**config.mk**
```make
export PLATFORM = sky130hd
export DESIGN_NAME = awv_verb_handler
export DESIGN_NICKNAME = d
export VERILOG_FILES = /design/src/awv_pkg.sv /design/src/awv_verb_handler.sv
export VERILOG_INCLUDE_DIRS = /design/src /design/src/src
export SDC_FILE = /design/constraint.sdc
export NUM_CORES = 1
export LEC_CHECK = 0
export ABC_AREA = 1
export BUFFER_PORTS_ARGS = -buffer_cell sky130_fd_sc_hd__buf_4
export CORE_UTILIZATION = 47
export CTS_CLUSTER_SIZE = 12
export DETAILED_ROUTE_END_ITERATION = 12
export PLACE_DENSITY_LB_ADDON = 0.1
export REMOVE_ABC_BUFFERS = 1
export SYNTH_ARGS = -nofsm -noshare
export SYNTH_HDL_FRONTEND = slang
export SYNTH_SLANG_ARGS = --single-unit
```
**constraint.sdc**
```tcl
create_clock -name i_clk_sys -period 2.4 [get_ports i_clk_sys]
set_input_delay 0.24 -clock i_clk_sys [delete_from_list [all_inputs] [get_ports i_clk_sys]]
set_output_delay 0.24 -clock i_clk_sys [all_outputs]
set_load 0.02 [all_outputs]
```
**src/awv_params.svh**
```systemverilog
// Constants for the audio widget verb handler.
// How it works
// Input converter connection entries: 17h and 1Eh.
// 705h sets power state, F05h reads.
// Power response: actual 7:4, requested 3:0.
// 706h sets stream/channel, F06h reads back.
// Format get Ah, set 2h, resets 0031h.
// Format bit 15 fixed at PCM zero.
// Format bit 14 selects base rate.
// Multiplier codes x1, x2, x4 only.
// Divisor supports only divide by one.
// Sample width 16, 20, 24 bits only.
// Channel count stored minus one.
// Amp get: bit 13 side, bit 15 output.
// Converter amp resets muted, gain 0Bh.
// Amp set bit 14, sides 13/12, mute/gain.
// Mixer capability reads 0020050Bh.
// Mixer input amp capability 80051F17h.
// Mixer list seven entries, packed four.
// Mixer amp indexed, resets muted 17h; a set ignores the index and writes all seven inputs.
// First selector list six entries, packed.
// 701h/F01h selector index, resets to 1.
// First selector capability reads 00300501h.
// Later selectors capability reads 0030050Dh.
// Unknown node or bad format: zero, no change.
`ifndef AWV_PARAMS_SVH
`define AWV_PARAMS_SVH
`define AWV_NID_ADC0 8'h13
`define AWV_NID_ADC1 8'h14
`define AWV_NID_MIX 8'h16
`define AWV_NID_SEL0 8'h17
`define AWV_NID_SEL1 8'h18
`define AWV_NID_SEL2 8'h26
`define AWV_NID_SEL3 8'h27
`define AWV_V_GET_PARAM 12'hF00
`define AWV_V_GET_SEL 12'hF01
`define AWV_V_SET_SEL 12'h701
`define AWV_V_GET_LIST 12'hF02
`define AWV_V_GET_PWR 12'hF05
`define AWV_V_SET_PWR 12'h705
`define AWV_V_GET_STRM 12'hF06
`define AWV_V_SET_STRM 12'h706
`define AWV_V4_GET_FMT 4'hA
`define AWV_V4_SET_FMT 4'h2
`define AWV_V4_GET_AMP 4'hB
`define AWV_V4_SET_AMP 4'h3
`define AWV_P_WCAP 8'h09
`define AWV_P_INAMP 8'h0D
`define AWV_P_LISTLEN 8'h0E
`define AWV_P_PWRSUP 8'h0F
`define AWV_ADC_WCAP 32'h0010_051B
`define AWV_ADC_INAMP 32'h8005_1F0B
`define AWV_MIX_WCAP 32'h0020_050B
`define AWV_MIX_INAMP 32'h8005_1F17
`define AWV_SEL0_WCAP 32'h0030_0501
`define AWV_SELN_WCAP 32'h0030_050D
`define AWV_PWRSUP 32'h0000_000F
`define AWV_ADC_LEN 32'h0000_0001
`define AWV_MIX_LEN 32'h0000_0007
`define AWV_SEL0_LEN 32'h0000_0006
`define AWV_ADC0_SRC 32'h0000_0017
`define AWV_ADC1_SRC 32'h0000_001E
`define AWV_MIX_LIST0 32'h1B1A_1F10
`define AWV_MIX_LIST4 32'h0025_1D1E
`define AWV_SEL0_LIST0 32'h1E1B_1A1F
`define AWV_SEL0_LIST4 32'h0000_161D
`define AWV_FMT_RST 16'h0031
`define AWV_ADC_AMP_RST 8'h8B
`define AWV_MIX_AMP_RST 8'h97
`define AWV_SEL0_RST 8'h01
`define AWV_MIX_INPUTS 7
`endif

```
**src/awv_pkg.sv**
```systemverilog
// Types for the audio widget verb handler.
`default_nettype none
package awv_pkg;
    typedef enum logic [1:0] {
        AWV_IDLE = 2'b00,
        AWV_RESP = 2'b01
    } awv_state_t;
endpackage : awv_pkg
`default_nettype wire

```
**src/awv_verb_handler.sv**
```systemverilog
// Verb decoder and widget state for input converters, mixer and selectors.
`timescale 1ns/1ps
`default_nettype none
`include "awv_params.svh"
module awv_verb_handler
    import awv_pkg::*;
(
    input wire logic i_clk_sys,
    input wire logic i_resetn,
    input wire logic i_link_resetn,
    input wire logic i_verb_valid,
    input wire logic [7:0] i_node_identifier,
    input wire logic [19:0] i_verb,
    output logic o_resp_valid,
    output logic [31:0] o_resp
);
    // Verb word: a 12-bit verb with 8-bit payload, or a 4-bit verb with 16-bit payload.
    // The verb strobe comes from link logic on this clock; link reset is a pin and is synchronised.
    logic lr_meta;
    logic lr_sync;
    awv_state_t state;
    awv_state_t next_state;
    logic [31:0] resp;
    logic [31:0] next_resp;
    logic [3:0] pwr_set [0:6];
    logic [3:0] next_pwr_set [0:6];
    logic [7:0] strm [0:1];
    logic [7:0] next_strm [0:1];
    logic [15:0] fmt [0:1];
    logic [15:0] next_fmt [0:1];
    logic [7:0] adc_amp [0:3];
    logic [7:0] next_adc_amp [0:3];
    logic [7:0] mix_amp [0:13];
    logic [7:0] next_mix_amp [0:13];
    logic [7:0] sel0;
    logic [7:0] next_sel0;
    // Decoded view of the verb word, shared by every state group.
    logic [2:0] slot;
    logic [11:0] verb12;
    logic [3:0] verb4;
    logic [7:0] pay8;
    logic [15:0] pay16;
    logic is_cvt;
    logic hit;
    logic [3:0] mix_idx;

    // Widget slot: 0,1 converters, 2 mixer, 3 first selector, 4..6 later selectors, 7 none.
    function automatic logic [2:0] slot_of(input logic [7:0] node_identifier);
        case (node_identifier)
            `AWV_NID_ADC0: slot_of = 3'd0;
            `AWV_NID_ADC1: slot_of = 3'd1;
            `AWV_NID_MIX: slot_of = 3'd2;
            `AWV_NID_SEL0: slot_of = 3'd3;
            `AWV_NID_SEL1: slot_of = 3'd4;
            `AWV_NID_SEL2: slot_of = 3'd5;
            `AWV_NID_SEL3: slot_of = 3'd6;
            default: slot_of = 3'd7;
        endcase
    endfunction : slot_of

    // Rejects unsupported type, multiplier, divisor and width codes.
    function automatic logic fmt_ok(input logic [15:0] f);
        fmt_ok = !f[15]
            && (f[13:11] == 3'b000 || f[13:11] == 3'b001 || f[13:11] == 3'b011)
            && (f[10:8] == 3'b000)
            && (f[6:4] == 3'b001 || f[6:4] == 3'b010 || f[6:4] == 3'b011);
    endfunction : fmt_ok

    always_ff @(posedge i_clk_sys or negedge i_resetn) begin
        if (!i_resetn) begin
            lr_meta <= 1'b0;
            lr_sync <= 1'b0;
        end else begin
            lr_meta <= i_link_resetn;
            lr_sync <= lr_meta;
        end
    end

    // Decode of the verb word; every state group reads these.
    assign slot = slot_of(i_node_identifier);
    assign verb12 = i_verb[19:8];
    assign verb4 = i_verb[19:16];
    assign pay8 = i_verb[7:0];
    assign pay16 = i_verb[15:0];
    assign is_cvt = (slot == 3'h0) || (slot == 3'h1);
    assign hit = i_verb_valid && (slot != 3'h7);
    assign mix_idx = pay16[3:0];

    // Response group. Set verbs answer zero; gets read the stored state.
    always_comb begin
        next_state = AWV_IDLE;
        next_resp = resp;
        if (i_verb_valid) begin
            next_state = AWV_RESP;
            next_resp = 32'h0000_0000;
            if (hit) begin
                if (verb12 == `AWV_V_GET_PARAM) begin
                    case (pay8)
                        `AWV_P_WCAP: begin
                            if (is_cvt) next_resp = `AWV_ADC_WCAP;
                            else if (slot == 3'h2) next_resp = `AWV_MIX_WCAP;
                            else if (slot == 3'h3) next_resp = `AWV_SEL0_WCAP;
                            else next_resp = `AWV_SELN_WCAP;
                        end
                        `AWV_P_INAMP: begin
                            if (is_cvt) next_resp = `AWV_ADC_INAMP;
                            else if (slot == 3'h2) next_resp = `AWV_MIX_INAMP;
                            else next_resp = 32'h0000_0000;
                        end
                        `AWV_P_LISTLEN: begin
                            if (slot == 3'h2) next_resp = `AWV_MIX_LEN;
                            else if (slot == 3'h3) next_resp = `AWV_SEL0_LEN;
                            else next_resp = `AWV_ADC_LEN;
                        end
                        `AWV_P_PWRSUP: next_resp = `AWV_PWRSUP;
                        default: next_resp = 32'h0000_0000;
                    endcase
                end else if (verb12 == `AWV_V_GET_LIST) begin
                    if (slot == 3'h0) next_resp = `AWV_ADC0_SRC;
                    else if (slot == 3'h1) next_resp = `AWV_ADC1_SRC;
                    else if (slot == 3'h2) begin
                        if (pay8 < 8'h04) next_resp = `AWV_MIX_LIST0;
                        else if (pay8 < 8'h07) next_resp = `AWV_MIX_LIST4;
                    end else if (slot == 3'h3) begin
                        if (pay8 < 8'h04) next_resp = `AWV_SEL0_LIST0;
                        else if (pay8 < 8'h06) next_resp = `AWV_SEL0_LIST4;
                    end
                end else if (verb12 == `AWV_V_GET_PWR) begin
                    // The widget settles at once, so the actual level equals the request.
                    next_resp = {24'h00_0000, pwr_set[slot], pwr_set[slot]};
                end else if (is_cvt && verb12 == `AWV_V_GET_STRM) begin
                    next_resp = {24'h00_0000, strm[slot[0]]};
                end else if (slot == 3'h3 && verb12 == `AWV_V_GET_SEL) begin
                    next_resp = {24'h00_0000, sel0};
                end else if (is_cvt && verb4 == `AWV_V4_GET_FMT) begin
                    next_resp = {16'h0000, fmt[slot[0]]};
                end else if (verb4 == `AWV_V4_GET_AMP) begin
                    // Output amplifier requests have no storage and read zero.
                    if (!pay16[15]) begin
                        if (is_cvt) begin
                            next_resp = {24'h00_0000, adc_amp[{slot[0], pay16[13]}]};
                        end else if (slot == 3'h2 && mix_idx < 4'h7) begin
                            next_resp = {24'h00_0000, mix_amp[{mix_idx[2:0], pay16[13]}]};
                        end
                    end
                end
            end
        end
    end

    always_ff @(posedge i_clk_sys or negedge i_resetn) begin
        if (!i_resetn) begin
            state <= AWV_IDLE;
            resp <= 32'h0000_0000;
        end else begin
            state <= next_state;
            resp <= next_resp;
        end
    end

    // Power group. Link reset wins over a set in the same cycle, so no stale level survives.
    always_comb begin
        next_pwr_set = pwr_set;
        if (hit && verb12 == `AWV_V_SET_PWR && pay8 <= 8'h03) begin
            next_pwr_set[slot] = pay8[3:0];
        end
        if (!lr_sync) begin
            for (int k = 0; k < 7; k++) begin
                next_pwr_set[k] = 4'h0;
            end
        end
    end

    always_ff @(posedge i_clk_sys or negedge i_resetn) begin
        if (!i_resetn) begin
            for (int k = 0; k < 7; k++) begin
                pwr_set[k] <= 4'h0;
            end
        end else begin
            pwr_set <= next_pwr_set;
        end
    end

    // Stream group: one stream and channel byte per input converter.
    always_comb begin
        next_strm = strm;
        if (hit && is_cvt && verb12 == `AWV_V_SET_STRM) begin
            next_strm[slot[0]] = pay8;
        end
        if (!lr_sync) begin
            for (int k = 0; k < 2; k++) begin
                next_strm[k] = 8'h00;
            end
        end
    end

    always_ff @(posedge i_clk_sys or negedge i_resetn) begin
        if (!i_resetn) begin
            for (int k = 0; k < 2; k++) begin
                strm[k] <= 8'h00;
            end
        end else begin
            strm <= next_strm;
        end
    end

    // Format group. A set with any unsupported code is dropped whole, never half applied.
    always_comb begin
        next_fmt = fmt;
        if (hit && is_cvt && verb4 == `AWV_V4_SET_FMT && fmt_ok(pay16)) begin
            // Bits 14 and 3:0 store directly; bits 15 and 7 stay zero.
            next_fmt[slot[0]] = {1'b0, pay16[14:8], 1'b0, pay16[6:0]};
        end
        if (!lr_sync) begin
            for (int k = 0; k < 2; k++) begin
                next_fmt[k] = `AWV_FMT_RST;
            end
        end
    end

    always_ff @(posedge i_clk_sys or negedge i_resetn) begin
        if (!i_resetn) begin
            for (int k = 0; k < 2; k++) begin
                fmt[k] <= `AWV_FMT_RST;
            end
        end else begin
            fmt <= next_fmt;
        end
    end

    // Converter amplifier group: words indexed {converter, left}.
    always_comb begin
        next_adc_amp = adc_amp;
        if (hit && is_cvt && verb4 == `AWV_V4_SET_AMP && pay16[14]) begin
            if (pay16[13]) next_adc_amp[{slot[0], 1'b1}] = pay16[7:0];
            if (pay16[12]) next_adc_amp[{slot[0], 1'b0}] = pay16[7:0];
        end
        if (!lr_sync) begin
            for (int k = 0; k < 4; k++) begin
                next_adc_amp[k] = `AWV_ADC_AMP_RST;
            end
        end
    end

    always_ff @(posedge i_clk_sys or negedge i_resetn) begin
        if (!i_resetn) begin
            for (int k = 0; k < 4; k++) begin
                adc_amp[k] <= `AWV_ADC_AMP_RST;
            end
        end else begin
            adc_amp <= next_adc_amp;
        end
    end

    // Mixer amplifier group: words indexed {input, left}.
    always_comb begin
        next_mix_amp = mix_amp;
        if (hit && slot == 3'h2 && verb4 == `AWV_V4_SET_AMP && pay16[14]) begin
            // The index field of a set is ignored, so all mixer inputs follow.
            for (int k = 0; k < `AWV_MIX_INPUTS; k++) begin
                if (pay16[13]) next_mix_amp[2 * k + 1] = pay16[7:0];
                if (pay16[12]) next_mix_amp[2 * k] = pay16[7:0];
            end
        end
        if (!lr_sync) begin
            for (int k = 0; k < 14; k++) begin
                next_mix_amp[k] = `AWV_MIX_AMP_RST;
            end
        end
    end

    always_ff @(posedge i_clk_sys or negedge i_resetn) begin
        if (!i_resetn) begin
            for (int k = 0; k < 14; k++) begin
                mix_amp[k] <= `AWV_MIX_AMP_RST;
            end
        end else begin
            mix_amp <= next_mix_amp;
        end
    end

    // Selector group: an index past the six list entries is refused.
    always_comb begin
        next_sel0 = sel0;
        if (hit && slot == 3'h3 && verb12 == `AWV_V_SET_SEL && pay8 < 8'h06) begin
            next_sel0 = pay8;
        end
        if (!lr_sync) begin
            next_sel0 = `AWV_SEL0_RST;
        end
    end

    always_ff @(posedge i_clk_sys or negedge i_resetn) begin
        if (!i_resetn) begin
            sel0 <= `AWV_SEL0_RST;
        end else begin
            sel0 <= next_sel0;
        end
    end

    assign o_resp_valid = (state == AWV_RESP);
    assign o_resp = resp;
endmodule : awv_verb_handler
`default_nettype wire

```
==> results of run 1 <==
-- worst max-delay path: stages --
cell	delay, ns
buf_4	0.11
nor2_1	0.23
inv_1	0.13
nor2_1	0.17
o2111ai_1	0.20
nor3_1	0.33
nand3_1	0.18
nand2_1	0.17
nand2_2	0.08
inv_2	0.24
nor2_1	0.07
a21oi_1	0.12
-- synthesized netlist by cell type, types with 3 or more instances --
master | instances | area (um^2)
mux2i_1 | 5 | 50.05
inv_1 | 130 | 488.0
a21oi_1 | 24 | 120.1
a32o_1 | 5 | 50.05
nor2_2 | 8 | 50.05
nor3_2 | 4 | 40.04
inv_2 | 20 | 75.07
o211ai_1 | 5 | 37.54
nand4_1 | 11 | 68.82
nand3_2 | 6 | 60.06
a22o_1 | 3 | 26.28
clkbuf_1 | 8 | 30.03
nor2_4 | 7 | 78.83
buf_2 | 8 | 40.04
dfrtp_1 | 122 | 3053
nor2_1 | 130 | 488.0
nor3_1 | 10 | 50.05
buf_6 | 10 | 112.6
dfstp_2 | 33 | 867.1
a211oi_1 | 3 | 22.52
o31ai_1 | 15 | 112.6
o22ai_1 | 11 | 68.82
buf_4 | 9 | 67.56
nand2_2 | 8 | 50.05
o21ai_2 | 17 | 148.9
nand2_1 | 256 | 960.9
nand2_4 | 4 | 45.04
o21ai_1 | 12 | 60.06
nand3_1 | 62 | 310.3
o21ai_0 | 89 | 445.4
a31oi_1 | 12 | 75.07
-- through the flow --
step | std cells | hold WS (ns) | area (um^2) | setup slack, ns | utilization (%)
after detailed placement | 1371 | 0.2143 | 9284 | 0.05024 | 53.49
after CTS | 1405 | 0.02357 | 9902 | 0.4975 | 57.05
after global routing | 1405 | 0.02940 | 9902 | 0.3361 | 57.05
final | 1405 | 0.03003 | 9902 | 0.4865 | 57.05
after global placement | 1371 | 0.2169 | 9284 | 0.07834 | 53.49
after floorplan | 1039 | -0.05559 | 8158 | 0.2711 | -
-- area by class of cell --
type                    instances  area share [%]
well taps                     225           2.843
repair buffers                109           8.731
clock inverters                13           1.567
flip-flops and latches        155           39.59
clock buffers                  19           4.473
inverters                     152           5.812
multi-input cells             732           36.99
-- layout by cell type, fill, tap and decap left out, types with 3 or more instances in the layout --
cell type   instances
nand2_2             8
clkbuf_16          17
inv_1             130
nor2_2              8
o22ai_1            11
a32o_1              5
o21ai_2            17
nand2_1           256
buf_4             103
clkinvlp_4          3
conb_1              4
o31ai_1            15
a21oi_1            24
o21ai_1            12
nand2_4             4
a22o_1              3
buf_12              3
nand3_1            62
inv_6               7
nor3_2              4
o211ai_1            5
dfstp_2            33
inv_2              20
a31oi_1            12
o21ai_0            89
nor2_4              7
dfrtp_1           122
nor2_1            130
nand4_1            11
mux2i_1             5
nand3_2             6
nor3_1             10
a211oi_1            3
-- what timing repair did --
| action | CTS | global route |
|---|---|---|
| resized for setup | 0 | 0 |
| hold buffers | 2 | 0 |
| endpoints found under the setup margin | 0 | 0 |
| hold endpoints to repair | 38 | 0 |
-- report_power, final --
group | internal (mW) | switching [mW] | total (mW)
Combinational | 0.192 | 0.422 | 0.614
Clock | 1.59 | 1.18 | 2.77
Sequential | 2.77 | 0.0553 | 2.83
Total | 4.55 | 1.65 | 6.21
-- final timing paths --
| check | slack [ns] | cells after the start | from | end |
|---|---|---|---|---|
| max in group asynchronous | 1.33 | 3 | i_resetn | mix_amp[111]$_DFFE_PN1P_ |
| min | 0.03 | 1 | i_verb_valid | state[0]$_DFF_PN0_ |
| max reg2reg | 0.62 | 5 | lr_sync$_DFF_PN0_ | pwr_set[25]$_DFFE_PN0P_ |
| max | 0.49 | 12 | i_verb[16] | fmt[20]$_DFFE_PN1P_ |
| min in group asynchronous | 0.31 | 2 | i_resetn | pwr_set[6]$_DFFE_PN0P_ |
| min reg2reg | 0.36 | 0 | lr_meta$_DFF_PN0_ | lr_sync$_DFF_PN0_ |
-- kinds of logic (layout without fill, tap and decap cells) --
family                 count (synthesis)  after routing  synth area share [%]
AO/OA/AOI/OAI                        208            208                 15.47
buffers and inverters                189            293                 9.915
flip-flops                           155            155                 46.64
multiplexers                           5              5                0.5955
other                                  1              4               0.04462
AND/OR/NAND/NOR                      515            515                 27.33
-- state kept, by name (all words and copies together) (netlist names) --
signal and cells:
o_resp 24, pwr_set 28, lr_meta 1, sel0 8, mix_amp 16, fmt 28, adc_amp 32, state 1
strm 16, lr_sync 1
-- metal layers --
layer | track usage [%] | vias up | wire length, um
met2 | 47.36 | 269 | 12120
li1 | - | 3661 | -
met3 | 4.938 | 64 | 1413
met1 | 41.22 | 3629 | 11710
met5 | 0 | - | 0
met4 | 13.61 | 0 | 954
==> out/metrics.cfg, run 1 <==
[setup_path]
worstPathArrival_ns = 2.28
critPathKind = in -> reg
endpoint_kind = register
crit_fanout = 10
crit_required_ns = 2.76
startpoint_type = input port

[clock_tree]
cts_max_path_buffers = 2
post-cts-setup-buffers = 0
cts.sinks = 155
clkTransAtPathRegs_ns = 0.07
clock_latency_ns = 0.44
root_buffer = clkbuf_16
h-tree-depth = 4
cts_tree = done
cts_made_buffers = 17

[synthesis]
synth_seq_cells = 155
synth_cells = 1073
synth_edf_count = 0
syn_area_um2 = 8404
yosys_warnings = 0
synthFlopType = dfrtp_1
yosysSeqAreaShare_pct = 46.64
ys_types = 51
synth_area_per_cell_um2 = 7.833
async_flop_share_pct = 100.0

[timing]
final-max-slew-violation-count = 0
fin_skew_ns = 0.01232
hold_viol_final = 0
layout_min_cycle_time_ns = 1.914
setup_violations = 0
tns_ns = 0
max_freq_mhz = 522.6
tightest_slew_ns = 0.8744
maxSlewHeadroom_pct = 41.49
grt_setup_unrepaired = no
period_share_pct = 79.73

[final_layout]
drive_gt1_share_pct = 21.53
fillers = 1649
multi_input_comb_area_um2 = 3662
diodes = 0
nNetsFinal = 1199
regArea_um2 = 3920
syn2layout_area_growth_pct = 17.82

[global_routing]
grt_antenna_before_repair = 0
grt_overflow = 0
grt_pass1_vias = 7321
grt.total_usage_pct = 30.31
grt_pass1_wl_mm = 41.17
grt_max_degree = 47

[die]
rows = 48
ios = 65
die_area_um2 = 18420
die_h_um = 135.7
die_x_um = 135.7
initial_utilization_pct = 48.42
core_area_um2 = 17360

[power_and_ir_drop]
total_power_mw = 6.208
p_per_area_nw_per_um2 = 626.9
peakVddDrop_mv = 0.4782
p_leak_nw = 4.828

[routing]
wl_mm = 26.20
drtAntennaViolNets = 0
firstDrtPassIters = 7
drt_iter0_drc = 748
drc = 0
vias = 7623
viasPerCell = 5.426
wl_per_cell_um = 18.65

[placement]
place_congestion = 0.9659
io_buffers = 60
hpwlAfterDp_mm = 19.74

[status]
status = finished clean

[min_path]
hold_path.class = in -> reg

[flow_run]
drv_cap = 0

(Power assumes the default switching activity.)
==> inputs of run 2 (changes only) <==
==> constraint.sdc (replaced) <==
create_clock -name i_clk_sys -period 1.7 [get_ports i_clk_sys]
set_input_delay 0.17 -clock i_clk_sys [delete_from_list [all_inputs] [get_ports i_clk_sys]]
set_output_delay 0.17 -clock i_clk_sys [all_outputs]
set_load 0.02 [all_outputs]
==> out/metrics.cfg, run 2 (same netlist as run 1, synthesis figures left out) <==
[status]
status = complete, but fails checks  ; was finished clean
violations = negative setup slack

[global_routing]
grt_overflow = 0  ; unchanged
grt_max_degree = 45  ; was 47
grt_pass1_vias = 7822  ; was 7321
grt_pass1_wl_mm = 42.02  ; was 41.17 mm
grt_antenna_before_repair = 0  ; unchanged
grt.total_usage_pct = 30.75  ; was 30.31%

[timing]
setup_violations = 3  ; was 0
setup_ws_ns = -0.07595  ; was 0.4865 ns
final-max-slew-violation-count = 0  ; unchanged
tns_ns = -0.1157  ; was 0 ns
hold_viol_final = 0  ; unchanged
grt_setup_unrepaired = yes  ; was no
fin_hold_ws_ns = 0.1491  ; was 0.03003 ns
layout_min_cycle_time_ns = 1.776
max_freq_mhz = 563.1
period_share_pct = 104.5
fin_skew_ns = 0.01022  ; was 0.01232 ns

[routing]
firstDrtPassIters = 6  ; was 7
viasPerCell = 5.294  ; was 5.426
top_layer = met4  ; unchanged
wl_per_cell_um = 17.71  ; was 18.65 um
route.met2.wl_mm = 13.04  ; was 12.12 mm
wl_met3_mm = 1.810  ; was 1.413 mm
drtAntennaViolNets = 0  ; unchanged
drc = 0  ; unchanged
drt_iter0_drc = 599  ; was 748
vias = 8195  ; was 7623
wl_mm = 27.41  ; was 26.20 mm
drt-met1-wl_mm = 11.67  ; was 11.71 mm

[setup_path]
path_common_cell = nand2_1  ; was nor2_1
startpoint_type = register  ; was input port
regToRegEndpoint = o_resp[0]$_DFFE_PN0P_  ; was pwr_set[25]$_DFFE_PN0P_
crit_chain = nor2_1 > o211ai_1 > nand2_1 > nor2_2 > nand2_1 > nand2_1 > nand3_1 > nand2_1 > nand2_1 > nand2_1 > nand3_1 > nand2_1 > nand2_1 > nand2_1  ; was buf_4 > nor2_1 > inv_1 > nor2_1 > o2111ai_1 > nor3_1 > nand3_1 > nand2_1 > nand2_2 > inv_2 > nor2_1 > a21oi_1
crit_fanout = 2  ; was 10
reg2reg_depth = 14  ; was 5
worstPathArrival_ns = 2.14  ; was 2.28 ns
endpoint_kind = register  ; unchanged
rr_startpoint = adc_amp[24]$_DFFE_PN1P_  ; was lr_sync$_DFF_PN0_
critPathKind = reg -> reg  ; was in -> reg
worstSetupEndpoint = o_resp[0]$_DFFE_PN0P_  ; was fmt[20]$_DFFE_PN1P_
crit_required_ns = 2.07  ; was 2.76 ns
crit_path_start = adc_amp[24]$_DFFE_PN1P_  ; was i_verb[16]
max_stage_delay_ns = 0.53  ; was 0.33 ns
critical-path-slowest-cell = dfstp_2  ; was nor3_1
r2r_setup_slack_ns = -0.08  ; was 0.62 ns

[die]
rows = 48  ; unchanged
die_x_um = 135.7  ; unchanged
initial_utilization_pct = 48.42  ; unchanged
ios = 65  ; unchanged
die_h_um = 135.7  ; unchanged
core_area_um2 = 17360  ; unchanged
die_area_um2 = 18420  ; unchanged

[final_layout]
largest-register = adc_amp  ; unchanged
syn2layout_area_growth_pct = 35.37  ; was 17.82%
largestRegisters = adc_amp: 32 flops, fmt: 28 flops, pwr_set: 28 flops  ; unchanged
multi_input_comb_area_um2 = 3906  ; was 3662 um^2
final_common_cell = nand2_1  ; unchanged
nNetsFinal = 1342  ; was 1199
largest_register_ffs = 32  ; unchanged
diodes = 0  ; unchanged
fillers = 1527  ; was 1649
final_cell_mix = 247 x nand2_1, 226 x buf_4, 122 x inv_1, 122 x dfrtp_1, 120 x nor2_1  ; was 256 x nand2_1, 130 x nor2_1, 130 x inv_1
drive_gt1_share_pct = 33.41  ; was 21.53%
regArea_um2 = 3920  ; unchanged
utilization_pct = 65.55  ; was 57.05%

[placement]
hpwlAfterDp_mm = 20.50  ; was 19.74 mm
place_congestion = 1.009  ; was 0.9659
io_buffers = 60  ; unchanged

[min_path]
hp-start = i_verb[5]  ; was i_verb_valid
hold_path.class = in -> reg  ; unchanged

[clock_tree]
cts.sinks = 155  ; unchanged
clkTransAtPathRegs_ns = 0.07  ; about the same
cts_max_path_buffers = 2  ; unchanged
clock_latency_ns = 0.43  ; was 0.44 ns
cts_made_buffers = 17  ; unchanged
cts_tree = done  ; unchanged
root_buffer = clkbuf_16  ; unchanged
h-tree-depth = 4  ; unchanged

[power_and_ir_drop]
peakVddDrop_mv = 0.7101  ; was 0.4782 mV
p_leak_nw = 5.601  ; was 4.828 nW
p_per_area_nw_per_um2 = 769.6  ; was 626.9 nW/um^2

[flow_run]
drv_cap = 0  ; unchanged

-- run 2: cell types whose count changed in the layout (fill, tap and decap cells not counted), moves of 8 or more --
| cell | delta |
|---|---|
| buf_4 | +123 |
| buf_6 | +8 |
| inv_1 | -8 |
| inv_4 | +8 |
| nand2_1 | -9 |
| nor2_1 | -10 |
| o21ai_0 | -13 |
| o21ai_1 | +11 |
-- run 2: final cells by class --
type                    count  share of cell area, %
well taps                 225                  2.474
flip-flops and latches    155                  34.45
multi-input cells         732                  34.33
repair inverters            1                0.06598
repair buffers            251                  18.31
clock inverters            12                 0.8908
clock buffers              20                  4.113
inverters                 152                  5.356
-- run 2: per-stage QoR --
stage | total power [mW] | setup slack (ns) | std cells | cell area [um^2]
CTS | 8.730 | -0.04991 | 1529 | 10880
floorplan | 4.487 | -0.3589 | 1039 | 8158
global route | 9.055 | -0.1989 | 1548 | 11380
finish | 8.756 | -0.07595 | 1548 | 11380
global placement | 5.014 | -0.4297 | 1494 | 10270
detailed placement | 5.026 | -0.4450 | 1494 | 10270
-- run 2: critical path: cells and delay by family (launching register included) --
family / cells / cell delay [ns]
compound gates: 1 / 0.17
simple gates: 13 / 1.01
flops: 1 / 0.53
-- run 2: worst min-delay path by stage --
| stage | endpoint | cells after the start |
|---|---|---|
| floorplan | adc_amp[10]$_DFFE_PN0P_ | 0 |
| global placement | pwr_set[6]$_DFFE_PN0P_ | 1 |
| detailed placement | pwr_set[6]$_DFFE_PN0P_ | 1 |
| CTS | fmt[21]$_DFFE_PN1P_ | 4 |
| global route | adc_amp[7]$_DFFE_PN1P_ | 4 |
| finish | fmt[21]$_DFFE_PN1P_ | 4 |
-- run 2: report_power, final --
part | switching [mW] | internal [mW] | total [mW]
Clock | 1.66 | 2.03 | 3.69
Combinational | 0.661 | 0.408 | 1.07
Sequential | 0.0809 | 3.92 | 4.00
-- run 2: what timing repair did --
| item | 4_1_cts | 5_1_grt |
|---|---|---|
| setup endpoints to repair | 4 | 91 |
| endpoints found under the hold margin | 125 | 0 |
| gates resized for setup | 5 | 103 |
| gates cloned | 0 | 3 |
| setup buffers | 0 | 16 |
| hold buffers | 3 | 0 |
| pin swaps | 1 | 24 |
-- run 2: routing by layer --
layer / track usage [%] / up-vias
li1: - / 3961
met4: 12.30 / 0
met3: 6.322 / 60
met2: 49.69 / 327
met1: 40.18 / 3847
met5: 0 / -
